==> src/sdbc_regs.vh <==
// constants for the sdram block configuration logic
// assumes an apb slave with 32-bit data and a 50 MHz bus clock
// Operation
// - access hits when upper bits match base
// - no refresh while refresh enable clear
// - latency 00 means data one cycle later
// - mapping 011 puts command on line 20
// - mode set initiate turns next access into mode set
// - precharge initiate reads zero when not requested
// - set mask bits are excluded from hit
// - write protect clear allows reads and writes
// - mode value on sdram a[10:0] first cycle
// - address not multiplexed during mode set
// - refresh spacing is (count plus one) times 16
`ifndef SDBC_REGS_VH
`define SDBC_REGS_VH
// ----------------------------------------
// register byte addresses
// ----------------------------------------
`define SDBC_ADDR_CTRL 12'h000
`define SDBC_ADDR_MASK 12'h004
`define SDBC_ADDR_GCTL 12'h008
`define SDBC_ADDR_STAT 12'h00c
// ----------------------------------------
// field positions
// ----------------------------------------
`define SDBC_BASE_HI 31
`define SDBC_BASE_LO 18
`define SDBC_RE_BIT 15
`define SDBC_COLUMN_LATENCY_FIELD_HI 13
`define SDBC_COLUMN_LATENCY_FIELD_LO 12
`define SDBC_CBM_HI 10
`define SDBC_CBM_LO 8
`define SDBC_MODE_SET_INITIATE_BIT 6
`define SDBC_PS_HI 5
`define SDBC_PS_LO 4
`define SDBC_IP_BIT 3
`define SDBC_WP_BIT 8
`define SDBC_V_BIT 0
`define SDBC_RC_HI 8
`define SDBC_RC_LO 0
// ----------------------------------------
// writable bit masks and values
// ----------------------------------------
`define SDBC_CTRL_WMASK 32'hfffcb778
`define SDBC_MASK_WMASK 32'hfffc0101
`define SDBC_GCTL_WMASK 32'h000001ff
`define SDBC_ZERO32 32'h00000000
`define SDBC_COLUMN_LATENCY_FIELD_1 2'h0
`define SDBC_CBM_A20 3'h3
`define SDBC_REF_MUL 4
`define SDBC_CNT_W 14
`define SDBC_CNT_ONE 14'h0001
`define SDBC_CNT_ZERO 14'h0000
`define SDBC_CMD_W 3
`endif

==> src/sdbc_block_config.v <==
// sdram block configuration: control, mask, global registers, hit decode,
// refresh pacer and initiate-command sequencing
// assumes an apb master on clk_i and a sdram sequencer fed by the outputs
//
// Local design decisions: the register offsets and the APB register port.
`timescale 1ns/1ps
`include "sdbc_regs.vh"
module sdbc_block_config (
    input wire clk_i,
    input wire nrst_i,
    input wire psel_i,
    input wire penable_i,
    input wire pwrite_i,
    input wire [11:0] paddr_i,
    input wire [31:0] pwdata_i,
    output reg [31:0] prdata_o,
    output reg pready_o,
    output reg pslverr_o,
    input wire acc_valid_i,
    input wire acc_write_i,
    input wire [31:0] acc_addr_i,
    input wire refresh_done_i,
    output reg acc_hit_o,
    output reg acc_err_o,
    output reg [2:0] sd_cmd_o,
    output reg [12:0] sd_addr_o,
    output reg [1:0] sd_bank_o,
    output reg [1:0] column_latency_o,
    output reg refresh_req_o
);
// ----------------------------------------
// commands on sd_cmd_o
// ----------------------------------------
localparam CMD_NONE = 3'h0;
localparam CMD_ACCESS = 3'h1;
localparam CMD_PALL = 3'h2;
localparam CMD_MRS = 3'h3;
reg [31:0] ctrl_reg;
reg [31:0] mask_reg;
reg [31:0] gctl_reg;
reg [3:0] ref_seen_reg;
reg [`SDBC_CNT_W-1:0] ref_cnt_reg;
wire wr_en;
wire rd_en;
wire hit;
wire [13:0] base_cmp;
wire [`SDBC_CNT_W-1:0] ref_period;
wire mode_set_initiate_done;
wire ip_done;
reg [31:0] rd_mux;
reg map_err;
assign wr_en = psel_i & penable_i & pwrite_i;
// read data latched in the setup cycle so it stands while pready is high
assign rd_en = psel_i & ~penable_i & ~pwrite_i;
// ----------------------------------------
// hit decode
// ----------------------------------------
assign base_cmp = (acc_addr_i[`SDBC_BASE_HI:`SDBC_BASE_LO] ^ ctrl_reg[`SDBC_BASE_HI:`SDBC_BASE_LO])
    & ~mask_reg[`SDBC_BASE_HI:`SDBC_BASE_LO];
assign hit = acc_valid_i & mask_reg[`SDBC_V_BIT] & (base_cmp == 14'h0000);
assign mode_set_initiate_done = hit & ctrl_reg[`SDBC_MODE_SET_INITIATE_BIT];
assign ip_done = hit & ~ctrl_reg[`SDBC_MODE_SET_INITIATE_BIT] & ctrl_reg[`SDBC_IP_BIT];
// ----------------------------------------
// register read mux
// ----------------------------------------
always @* begin
    rd_mux = `SDBC_ZERO32;
    map_err = 1'b0;
    case (paddr_i)
        `SDBC_ADDR_CTRL: rd_mux = ctrl_reg;
        `SDBC_ADDR_MASK: rd_mux = mask_reg;
        `SDBC_ADDR_GCTL: rd_mux = gctl_reg;
        `SDBC_ADDR_STAT: rd_mux = {28'h0000000, ref_seen_reg};
        default: map_err = 1'b1;
    endcase
end
// ----------------------------------------
// apb slave and registers
// ----------------------------------------
always @(posedge clk_i or negedge nrst_i) begin
    if (!nrst_i) begin
        ctrl_reg <= `SDBC_ZERO32;
        mask_reg <= `SDBC_ZERO32;
        gctl_reg <= `SDBC_ZERO32;
        prdata_o <= `SDBC_ZERO32;
        pready_o <= 1'b0;
        pslverr_o <= 1'b0;
    end else begin
        pready_o <= psel_i & ~penable_i;
        pslverr_o <= psel_i & ~penable_i & map_err;
        if (rd_en) begin
            prdata_o <= rd_mux;
        end
        if (wr_en && pready_o && paddr_i == `SDBC_ADDR_CTRL) begin
            ctrl_reg <= pwdata_i & `SDBC_CTRL_WMASK;
        end else begin
            // initiate bits self-clear once the block access has used them
            if (mode_set_initiate_done) begin
                ctrl_reg[`SDBC_MODE_SET_INITIATE_BIT] <= 1'b0;
            end
            if (ip_done) begin
                ctrl_reg[`SDBC_IP_BIT] <= 1'b0;
            end
        end
        if (wr_en && pready_o && paddr_i == `SDBC_ADDR_MASK) begin
            mask_reg <= pwdata_i & `SDBC_MASK_WMASK;
        end
        if (wr_en && pready_o && paddr_i == `SDBC_ADDR_GCTL) begin
            gctl_reg <= pwdata_i & `SDBC_GCTL_WMASK;
        end
    end
end
// ----------------------------------------
// refresh pacer
// ----------------------------------------
// count widened by one bit so the largest count plus one does not wrap
assign ref_period = {{1'b0, gctl_reg[`SDBC_RC_HI:`SDBC_RC_LO]} + 10'h001, 4'h0};
always @(posedge clk_i or negedge nrst_i) begin
    if (!nrst_i) begin
        ref_cnt_reg <= `SDBC_CNT_ONE;
        refresh_req_o <= 1'b0;
        ref_seen_reg <= 4'h0;
    end else begin
        refresh_req_o <= 1'b0;
        if (!ctrl_reg[`SDBC_RE_BIT]) begin
            ref_cnt_reg <= `SDBC_CNT_ONE;
            ref_seen_reg <= 4'h0;
        end else begin
            if (ref_cnt_reg >= ref_period) begin
                ref_cnt_reg <= `SDBC_CNT_ONE;
                refresh_req_o <= 1'b1;
            end else begin
                ref_cnt_reg <= ref_cnt_reg + `SDBC_CNT_ONE;
            end
            if (refresh_done_i && ref_seen_reg != 4'hf) begin
                ref_seen_reg <= ref_seen_reg + 4'h1;
            end
        end
    end
end
// ----------------------------------------
// command and address to the sdram sequencer
// ----------------------------------------
always @(posedge clk_i or negedge nrst_i) begin
    if (!nrst_i) begin
        acc_hit_o <= 1'b0;
        acc_err_o <= 1'b0;
        sd_cmd_o <= CMD_NONE;
        sd_addr_o <= 13'h0000;
        sd_bank_o <= 2'h0;
        column_latency_o <= `SDBC_COLUMN_LATENCY_FIELD_1;
    end else begin
        column_latency_o <= ctrl_reg[`SDBC_COLUMN_LATENCY_FIELD_HI:`SDBC_COLUMN_LATENCY_FIELD_LO];
        acc_hit_o <= hit;
        acc_err_o <= hit & acc_write_i & mask_reg[`SDBC_WP_BIT];
        sd_cmd_o <= CMD_NONE;
        sd_addr_o <= 13'h0000;
        sd_bank_o <= 2'h0;
        if (hit && ctrl_reg[`SDBC_MODE_SET_INITIATE_BIT]) begin
            sd_cmd_o <= CMD_MRS;
            // unmultiplexed: a[10:0] straight from the mapped address lines
            sd_addr_o <= {2'h0, acc_addr_i[20:17], acc_addr_i[9], acc_addr_i[10],
                acc_addr_i[11], acc_addr_i[12], acc_addr_i[13], acc_addr_i[14],
                acc_addr_i[15]};
            sd_bank_o <= acc_addr_i[22:21];
        end else if (hit && ctrl_reg[`SDBC_IP_BIT]) begin
            sd_cmd_o <= CMD_PALL;
            sd_addr_o <= 13'h0400;
        end else if (hit && !(acc_write_i && mask_reg[`SDBC_WP_BIT])) begin
            sd_cmd_o <= CMD_ACCESS;
            sd_addr_o <= {2'h0, acc_addr_i[20:17], acc_addr_i[9], acc_addr_i[10],
                acc_addr_i[11], acc_addr_i[12], acc_addr_i[13], acc_addr_i[14],
                acc_addr_i[15]};
            if (ctrl_reg[`SDBC_CBM_HI:`SDBC_CBM_LO] == `SDBC_CBM_A20) begin
                sd_bank_o <= acc_addr_i[22:21];
            end else begin
                sd_bank_o <= acc_addr_i[24:23];
            end
        end
    end
end
endmodule // sdbc_block_config

==> config.mk <==
export PLATFORM = sky130hd
export DESIGN_NAME = sdbc_block_config
export DESIGN_NICKNAME = d
export VERILOG_FILES = /design/src/sdbc_block_config.v
export VERILOG_INCLUDE_DIRS = /design/src
export SDC_FILE = /design/constraint.sdc
export NUM_CORES = 1
export LEC_CHECK = 0
export ABC_AREA = 1
export BUFFER_PORTS_ARGS = -buffer_cell sky130_fd_sc_hd__buf_2
export CAP_MARGIN = 20
export CORE_MARGIN = 2
export CORE_UTILIZATION = 50
export CTS_CLUSTER_SIZE = 20
export DETAILED_ROUTE_END_ITERATION = 6
export PLACE_DENSITY = 0.78
export SLEW_MARGIN = 0
export SYNTH_ARGS = -nofsm -noshare
export SYNTH_HDL_FRONTEND = slang
export SYNTH_SLANG_ARGS = --single-unit
==> constraint.sdc <==
create_clock -name clk_i -period 2.9 [get_ports clk_i]
set_input_delay 0.145 -clock clk_i [delete_from_list [all_inputs] [get_ports clk_i]]
set_output_delay 0.145 -clock clk_i [all_outputs]
set_load 0.03 [all_outputs]
==> results of run 1 <==
-- what timing repair did --
action	in CTS	in global routing
resized for setup	0	1
endpoints found under the setup margin	0	4
hold endpoints to repair	84	0
hold buffers	37	0
-- cell families after synthesis --
logic type      Yosys count  synth area share (%)
buf+inv                 120                  8.51
other cells               1                0.0643
mux                      17                  3.54
xor+xnor                 16                  2.40
compound gates           87                  8.68
flops                   117                  50.2
simple gates            322                  23.6
fa+ha+maj                14                  3.00
-- power by group through the flow --
stage | Sequential [mW] | Combinational [mW] | Clock [mW]
3_3_place_gp | 1.80 | 0.471 | 0
3_5_place_dp | 1.80 | 0.481 | 0
2_1_floorplan | 1.80 | 0.303 | 0
4_1_cts | 1.77 | 0.521 | 2.12
6_report | 1.78 | 0.519 | 2.08
5_1_grt | 1.79 | 0.601 | 2.19
-- layer usage --
layer | vias up | global-route usage, % | part of all wire [%]
li1 | 2528 | - | -
met1 | 2379 | 31.8 | 45
met2 | 141 | 40.4 | 49
met3 | 12 | 4.54 | 5.1
met4 | 0 | 8.54 | 1.4
met5 | - | 0 | 0
-- synthesized netlist by cell type --
cell type  instances  area share, %
nor3_1             6           0.51
inv_2              5           0.32
buf_4              7           0.90
o21ai_1            5           0.43
nand2_1          191             12
dfstp_2            1           0.45
mux2_2            13            2.5
nor2_2             4           0.43
buf_1              2           0.13
nor2_1            60            3.9
inv_1             91            5.9
nand4_1            4           0.43
o21ai_0           37            3.2
and2_1             1           0.11
o22ai_1           17            1.8
buf_6              1           0.19
a21boi_0           1           0.13
nor3b_4            1           0.32
o21bai_1           2           0.26
xnor2_1            5           0.75
nand3_2            3           0.51
nor3_2             1           0.17
buf_2              9           0.77
o31ai_1            5           0.64
a21boi_1           8            1.0
a21oi_1            9           0.77
ha_1              14            3.0
conb_1             1          0.064
clkbuf_2           1          0.086
dfrtp_1          116             50
a211oi_1           1           0.13
nor2_4             2           0.39
mux2_4             4            1.0
o221ai_1           2           0.30
nand2_2            4           0.43
nand3_1           43            3.7
nand2_4            1           0.19
nor3_4             1           0.28
xor2_1            11            1.7
clkbuf_1           4           0.26
-- cell type report --
type	count	area (sq um)
fillers	972	3900
flip-flops and latches	117	2930
multi-input cells	463	2440
repair buffers	162	1030
clock buffers	26	489
inverters	96	360
well taps	143	179
clock inverters	4	95.1
-- worst paths after layout --
| kind | start | end | slack [ps] |
|---|---|---|---|
| min in group asynchronous | nrst_i | ref_cnt_reg[3]$_DFF_PN0_ | 270 |
| max in group asynchronous | nrst_i | acc_err_o$_DFF_PN0_ | 1930 |
| setup reg to reg | gctl_reg[0]$_DFFE_PN0P_ | ref_cnt_reg[11]$_DFF_PN0_ | 370 |
| hold reg to reg | ctrl_reg[13]$_DFFE_PN0P_ | column_latency_o[1]$_DFF_PN0_ | 380 |
| setup / recovery | gctl_reg[0]$_DFFE_PN0P_ | ref_cnt_reg[11]$_DFF_PN0_ | 370 |
| hold / removal | pwdata_i[5] | gctl_reg[5]$_DFFE_PN0P_ | 40 |
-- critical path, stage by stage, from the launching register on --
cell and delay, ps:
dfrtp_1 380, ha_1 190, nand3_1 120, nor3_1 250, nand3_1 130, xnor2_1 150, inv_1 60, ha_1 290
nand4_1 120, nor3_1 130, o21ai_0 100, and2_1 180, nand2_1 60, buf_4 180, nor2_1 60
-- through the flow --
stage | setup WS [ps] | hold slack, ps | cells | util [%] | cell area [sq um]
floorplan | 556 | -151 | 700 | - | 5860
global placement | 383 | 166 | 944 | 57.4 | 6560
detailed placement | 295 | 172 | 944 | 57.4 | 6560
CTS | 299 | 6.73 | 1011 | 65.8 | 7510
global route | 103 | 42.1 | 1011 | 65.8 | 7520
finish | 367 | 37.4 | 1011 | 65.8 | 7520
==> metrics, run 1 <==
Pwr Total 4.38 mW; DRT iter0 DRCs 260; first-pass GRT wire length 23700 um; DR vias 5060; critical path class flip-flop to flip-flop; max FFs per register 28; synth warn 0; input/output buffers 119; final net count 955; total gr overflow 0; initial antenna violation count 0; NetSw 1.04 mW; Max H-tree Level 4; Req. time, crit path 3190 ps; clk slew on worst S/H paths 50 ps; vias in the first global route 4990; Routed wire per std cell 14.1 um; final WL 14200 um; RSZ-0062 raised after global routing no; worst hold path class input port to flip-flop; share of cells above drive strength 1 21.9%; gate count of the mapped netlist 694; CTS Buf Count 17; CP endpoint kind flip-flop; Area Growth Syn to Fin 28.8%; Sink Count 117; Fmax 395 MHz; #FFs+latches synth 117; pins over their slew limit 0; hold path depth 3; Via density 5.00; max cap viols 0; commonest non-fill, non-tap cells in the layout 191 x nand2_1, 118 x buf_2, 116 x dfrtp_1; IO Pins 141; HPWL Detailed 9680 um; core box area 11400 sq um; Leakage 4.08 nW; Worst Max-Slew Pin Slew 965 ps; gr usage total 24.1%; Die Span Y 112 um; Peak VDD IR 0.534 mV; Root Buffer Master clkbuf_16; Post-CTS Setup Bufs 0; Synth Cell Area 5840 sq um; most common cell after layout, fill and taps aside nand2_1; initial core utilization 51.1%; CTS max path bufs 2; clock share of power 47.6%; full die area 12600 sq um; P_int 3.34 mW; Reg power frac 40.6%; synth unique cells 40; Final ANT Viol Nets 0; Critical Path AT 2820 ps; Gate power share 11.8%; CTS tree yes; Die Wd 112 um; largest net degree at the start of global routing 59; syn_area_per_cell 8.41 sq um; status finished clean; worst relative slew slack 35.6%; RePlAce Congestion 0.847; startpoint types flip-flop; Tcrit/Tclk final 87.3%; switch share 23.8%; # setup viols final 0; # diodes 0; # rows 39; Setup TNS Final 0 ps; critical path peak fanout 13; fin crit period 2530 ps; number of remaining DRC errors 0; Fin. Hold Viols 0; Pre-antenna DRT Iters 5; Power Density 583 nW/um^2; Worst Reg-to-Reg Cells 14; worst skew pair latency 410 ps; Worst Skew 9.27 ps; post-synthesis sequential area ratio 50.2%
(Power assumes the default switching activity.)
==> run 2: changes to the inputs <==
--- a/config.mk
+++ b/config.mk
@@ -13,8 +13,9 @@
 export CORE_UTILIZATION = 50
 export CTS_CLUSTER_SIZE = 20
 export DETAILED_ROUTE_END_ITERATION = 6
+export GPL_TIMING_DRIVEN = 0
 export PLACE_DENSITY = 0.78
-export SLEW_MARGIN = 0
+export SLEW_MARGIN = 15
 export SYNTH_ARGS = -nofsm -noshare
 export SYNTH_HDL_FRONTEND = slang
 export SYNTH_SLANG_ARGS = --single-unit
==> run 2 against run 1 <==
  * Flip-flop and latch count unchanged
  * Final cell count up 1.5%
  * Non-clock buffer count up 14
  * Critical path depth unchanged
  * Sequential power about the same
  * Clock power up 6%
  * Wire length up 6.7%
  * Global-route usage up 0.68 points
  * Design area up 1.5%
  * Power up 3.1%
  * Largest cell class unchanged
  * Largest power group unchanged
==> metrics, run 2 (synthesis results as in run 1) <==
fin crit period 2710 ps (+175 ps); DR vias 5258 (+3.9%); Area Growth Syn to Fin 30.8%; CTS tree yes; Post-CTS Setup Bufs 0 (unchanged); Peak VDD IR 0.622 mV (+16%); startpoint types flip-flop; gr usage total 24.8% (+0.68 points); reg2reg end ref_cnt_reg[7]$_DFF_PN0_; pins over their slew limit 0 (unchanged); Post-Layout Cell Count 1026 (+1.5%); Final Instance Area 7630 sq um (+1.5%); Reg2Reg Setup Slack 190 ps (-180 ps); Critical Path AT 3010 ps (+190 ps); worst hold path class input port to flip-flop; HPWL Detailed 10600 um (+9.4%); Max H-tree Level 4 (unchanged); IO Pins 141 (unchanged); worst relative slew slack 65.9% (+30 points); # rows 39 (unchanged); worst skew pair latency 410 ps (about the same); max FFs per register 28 (unchanged); DRT iter0 DRCs 467 (+80%); # diodes 0 (unchanged); placed cell area 6670 sq um (+1.7%); critical path peak fanout 10 (-3); Die Wd 112 um (unchanged); vias in the first global route 5019 (+0.58%); share of cells above drive strength 1 24.2% (+2.3 points); fill count 969 (-0.31%); Die Span Y 112 um (unchanged); Power Density 592 nW/um^2 (+1.6%); CTS Buf Count 17 (unchanged); most common cell after layout, fill and taps aside nand2_1; first-pass GRT wire length 24400 um (+2.8%); # setup viols final 0 (unchanged); core box area 11400 sq um (unchanged); critical path class flip-flop to flip-flop; Via density 5.12 (+2.4%); initial core utilization 51.1% (unchanged); crit path cell chain inv_1 -> nor3_2 -> nand3_2 -> nor2_2 -> nand2_1 -> xor2_1 -> ha_1 -> nand4_1 -> nor3_1 -> o21ai_0 -> and2_1 -> nand2_2 -> clkbuf_4 -> nor2_1; Pwr Total 4.52 mW (+3.1%); Setup TNS Final 0 ps (unchanged); Pre-antenna DRT Iters 7 (+2); Leakage 4.12 nW (+1.1%); Reg-to-Reg Start gctl_reg[2]$_DFFE_PN0P_; commonest non-fill, non-tap cells in the layout 190 x nand2_1, 126 x buf_2, 116 x dfrtp_1; input/output buffers 119 (unchanged); initial antenna violation count 0 (unchanged); CTS max path bufs 2 (unchanged); Root Buffer Master clkbuf_16; status finished clean; max incr delay on CP 390 ps (about the same); HP Start pwdata_i[5]; Crit-path slowest cell dfrtp_1; Hold Path Sink gctl_reg[5]$_DFFE_PN0P_; Tcrit/Tclk final 93.4% (+6.0 points); clk slew on worst S/H paths 50 ps (about the same); Worst Reg-to-Reg Cells 14 (unchanged); Routed wire per std cell 14.8 um (+5.1%); Fin. Hold Viols 0 (unchanged); full die area 12600 sq um (unchanged); placed cells 963 (+2.0%); Worst Max-Slew Pin Slew 512 ps (-454 ps); final net count 969 (+1.5%); number of remaining DRC errors 0 (unchanged); tightest hold margin 7.72 ps (-29.7 ps); Worst Skew 5.86 ps (-3.41 ps); RePlAce Congestion 0.852 (+0.51%); total gr overflow 0 (unchanged); max cap viols 0 (unchanged); Req. time, crit path 3200 ps (about the same); final WL 15200 um (+6.7%); largest net degree at the start of global routing 65 (+10%); Sink Count 117 (unchanged); Final ANT Viol Nets 0 (unchanged); Fmax 369 MHz (-6.5%); hold path depth 3 (unchanged); CP endpoint kind flip-flop
[run 2: area by class of cell]
type / count / area, sq um / share of cell area, %
Sequential cell: 117 / 2930 / 38.4
Multi-Input combinational cell: 463 / 2450 / 32.1
Timing Repair Buffer: 152 / 950 / 12.4
Clock buffer: 18 / 439 / 5.76
Inverter: 96 / 360 / 4.72
Clock inverter: 13 / 183 / 2.39
Tap cell: 143 / 179 / 2.34
Buffer: 24 / 139 / 1.82
[run 2: critical path: cells and delay by family, from the launching register on]
kind / cells / cell delay [ps]
simple gates: 9 / 1330
flops: 1 / 390
fa+ha+maj: 1 / 300
buf+inv: 2 / 290
xor+xnor: 1 / 160
compound gates: 1 / 120
[run 2: worst max path at each step]
| stage | startpoint | to | slack, ps |
|---|---|---|---|
| 2_1_floorplan | gctl_reg[0]$_DFFE_PN0P_ | ref_cnt_reg[9]$_DFF_PN0_ | 560 |
| 3_3_place_gp | gctl_reg[0]$_DFFE_PN0P_ | ref_cnt_reg[2]$_DFF_PN0_ | 140 |
| 3_5_place_dp | gctl_reg[0]$_DFFE_PN0P_ | ref_cnt_reg[8]$_DFF_PN0_ | 80 |
| 4_1_cts | gctl_reg[0]$_DFFE_PN0P_ | ref_cnt_reg[7]$_DFF_PN0_ | 100 |
| 5_1_grt | gctl_reg[2]$_DFFE_PN0P_ | ref_cnt_reg[2]$_DFF_PN0_ | -5 |
| 6_report | gctl_reg[2]$_DFFE_PN0P_ | ref_cnt_reg[7]$_DFF_PN0_ | 190 |
[run 2: through the flow]
stage / util [%] / setup slack [ps]
2_1_floorplan: - / 556
3_3_place_gp: 58.1 / 144
3_5_place_dp: 58.4 / 79.5
4_1_cts: 66.7 / 95.3
5_1_grt: 66.8 / -4.86
6_report: 66.8 / 192
[run 2: where the power goes]
group          total (mW)  switching, mW  internal (mW)
clock network        2.20          0.753           1.45
logic               0.535          0.317          0.218
registers            1.78         0.0653           1.71
total                4.52           1.14           3.38
[run 2: timing repair]
| item | CTS | global route |
|---|---|---|
| hold buffers | 32 | 0 |
| hold endpoints to repair | 94 | 0 |
| endpoints found under the setup margin | 4 | 10 |
| resized for setup | 1 | 5 |
[run 2: layer usage]
metal	vias to the layer above	part of all wire [%]	track usage [%]
met5	-	0	0
met4	0	1.9	6.91
met3	20	7.6	7.45
met2	219	48	40.3
met1	2467	43	32.8
li1	2552	-	-
==> run 3: changes to the inputs <==
--- a/config.mk
+++ b/config.mk
@@ -7,14 +7,14 @@
 export NUM_CORES = 1
 export LEC_CHECK = 0
 export ABC_AREA = 1
-export BUFFER_PORTS_ARGS = -buffer_cell sky130_fd_sc_hd__buf_2
+export BUFFER_PORTS_ARGS = -buffer_cell sky130_fd_sc_hd__clkbuf_2
 export CAP_MARGIN = 20
 export CORE_MARGIN = 2
-export CORE_UTILIZATION = 50
+export CORE_UTILIZATION = 39
 export CTS_CLUSTER_SIZE = 20
 export DETAILED_ROUTE_END_ITERATION = 6
 export GPL_TIMING_DRIVEN = 0
-export PLACE_DENSITY = 0.78
+export PLACE_DENSITY = 0.64
 export SLEW_MARGIN = 15
 export SYNTH_ARGS = -nofsm -noshare
 export SYNTH_HDL_FRONTEND = slang
==> run 3 against run 2 <==
  * Sequential power is essentially flat
  * Critical path depth is the same
  * Count of clock-buffer cells in the layout grew 6
  * Register-to-register slack gained 30 ps
  * Design area grew 0.77%
  * Critical endpoint is now ref_cnt_reg[5]$_DFF_PN0_
  * Largest cell class unchanged
==> metrics, run 3 (synthesis results as in run 1) <==
Critical Path AT 2980 ps (-30 ps); Post-CTS Setup Bufs 0 (unchanged); Final ANT Viol Nets 0 (unchanged); # setup viols final 0 (unchanged); crit path cell chain inv_1 -> nor3_2 -> nand3_1 -> nor2_1 -> nand2_1 -> xor2_1 -> ha_1 -> nand4_1 -> nor3_1 -> o21ai_0 -> and2_1 -> nand2_1 -> buf_4 -> nor2_1; Worst Max-Slew Pin Slew 609 ps (+97.3 ps); Sink Count 117 (unchanged); Die Wd 126 um (+13%); CTS tree yes; CP endpoint kind flip-flop; Leakage 4.11 nW (-0.23%); number of remaining DRC errors 0 (unchanged); fin crit period 2680 ps (-29.1 ps); Req. time, crit path 3200 ps (about the same); IO Pins 141 (unchanged); core box area 14600 sq um (+28%); Die Span Y 126 um (+13%); # diodes 0 (unchanged); Worst Setup SP gctl_reg[2]$_DFFE_PN0P_; max FFs per register 28 (unchanged); # rows 44 (+13%); Final WS setup 221 ps (+29.1 ps); RePlAce Congestion 0.780 (-8.5%); Worst Path Buf+Inv 2 (unchanged); Post-Layout Cell Count 1071 (+4.4%); max cap viols 0 (unchanged); Via density 4.72 (-7.8%); final net count 973 (+0.41%); Pre-antenna DRT Iters 4 (-3); status finished clean; HP Start psel_i; P_int 3.31 mW (-2.2%); full die area 16000 sq um (+27%); tightest hold margin 8.60 ps (+0.875 ps); worst relative slew slack 59.4% (-6.5 points); first-pass GRT wire length 24300 um (-0.37%); initial antenna violation count 0 (unchanged); DRT iter0 DRCs 298 (-36%); clk slew on worst S/H paths 50 ps (about the same); HPWL Detailed 10900 um (+3.0%); critical path class flip-flop to flip-flop; final WL 15000 um (-1.1%); placed cells 1004 (+4.3%); switch share 25.0% (-0.15 points); largest net degree at the start of global routing 81 (+25%); clock share of power 47.5% (-1.3 points); max incr delay on CP 410 ps (+20 ps); initial core utilization 40.0% (-11 points); Max H-tree Level 4 (unchanged); pins over their slew limit 0 (unchanged); most common cell after layout, fill and taps aside nand2_1; commonest non-fill, non-tap cells in the layout 191 x nand2_1, 119 x clkbuf_2, 116 x dfrtp_1; worst hold path class input port to flip-flop; Tcrit/Tclk final 92.4% (-1.0 points); Power Density 573 nW/um^2 (-3.1%); Reg-to-Reg Start gctl_reg[2]$_DFFE_PN0P_; Fmax 373 MHz (+1.1%); Gate power share 12.1% (+0.2 points); Post-Place Worst Slack 37.4 ps (-42.1 ps); CTS max path bufs 2 (unchanged); worst skew pair latency 410 ps (about the same); CTS Buf Count 17 (unchanged); utilization after layout 52.7% (-14 points); NetSw 1.10 mW (-3.0%); Crit path max-delay family simple AND/OR/NAND/NOR gates; gr usage total 19.7% (-5.2 points); Root Buffer Master clkbuf_16; Area Growth Syn to Fin 31.8%; vias in the first global route 4860 (-3.2%); Peak VDD IR 0.432 mV (-30%); placed cell area 6720 sq um (+0.81%); Fin. Hold Viols 0 (unchanged); critical path peak fanout 10 (unchanged); Crit-path slowest cell dfrtp_1; Final Instance Area 7690 sq um (+0.77%); startpoint types flip-flop; input/output buffers 119 (unchanged); DR vias 5059 (-3.8%); Reg power frac 40.4% (+1.0 points); share of cells above drive strength 1 23.6% (-0.67 points); Worst Skew 5.58 ps (-0.285 ps); total gr overflow 0 (unchanged); Routed wire per std cell 14.0 um (-5.3%)
## run 3: cell types whose count changed in the layout (fill, tap and decap cells not counted), sizes merged
cell and change:
buf -118, bufinv -2, clkbuf +124, dlygate4sd3 +4, clkinv -1, clkinvlp -3
## run 3: power groups by stage
stage               clock network, mW  logic [mW]  registers, mW
floorplan                           0       0.303           1.80
global placement                    0       0.477           1.80
detailed placement                  0       0.495           1.80
CTS                              2.12       0.537           1.78
global route                     2.21       0.613           1.79
finish                           2.09       0.535           1.78
## run 3: timing repair
| item | CTS | global route |
|---|---|---|
| resized for setup | 0 | 4 |
| setup endpoints to repair | 0 | 10 |
| endpoints found under the hold margin | 83 | 0 |
| hold buffers | 36 | 0 |
## run 3: worst paths after layout
path	slack, ps	endpoint	cells past startpoint
worst max-delay path	220	ref_cnt_reg[5]$_DFF_PN0_	14
worst min-delay path	9	pslverr_o$_DFF_PN0_	3
worst max register to register	220	ref_cnt_reg[5]$_DFF_PN0_	14
worst min register to register	380	column_latency_o[1]$_DFF_PN0_	0
max in group asynchronous	2000	prdata_o[2]$_DFFE_PN0P_	3
min in group asynchronous	200	pslverr_o$_DFF_PN0_	2
## run 3: worst register-to-register path: stages (launching register included)
cell	delay, ps
dfrtp_1	410
inv_1	80
nor3_2	230
nand3_1	150
nor2_1	160
nand2_1	80
xor2_1	150
ha_1	300
nand4_1	130
nor3_1	170
o21ai_0	100
and2_1	170
nand2_1	160
buf_4	210
nor2_1	60
## run 3: layout make-up
cell class,instances,area [sq um]
inverter,96,360
clock inverter,7,95.1
sequential,117,2930
timing repair buffer,156,992
clock buffer,24,502
multi-input combinational,463,2440
fill,1342,6900
buffer,24,139
tap,184,230
## run 3: metrics by stage
| stage | power [mW] | setup TNS, ps |
|---|---|---|
| after floorplan | 2.10 | 0 |
| after global placement | 2.28 | -13700 |
| after detailed placement | 2.30 | 0 |
| after CTS | 4.44 | 0 |
| after global routing | 4.61 | -108 |
| final | 4.41 | 0 |
## run 3: metal layers
metal	part of all wire, %	global-route usage, %	routed length [um]
met2	45	30.1	6720
met1	48	27.2	7160
met5	0	0	0
met3	4.8	3.92	725
met4	2.6	8.86	387
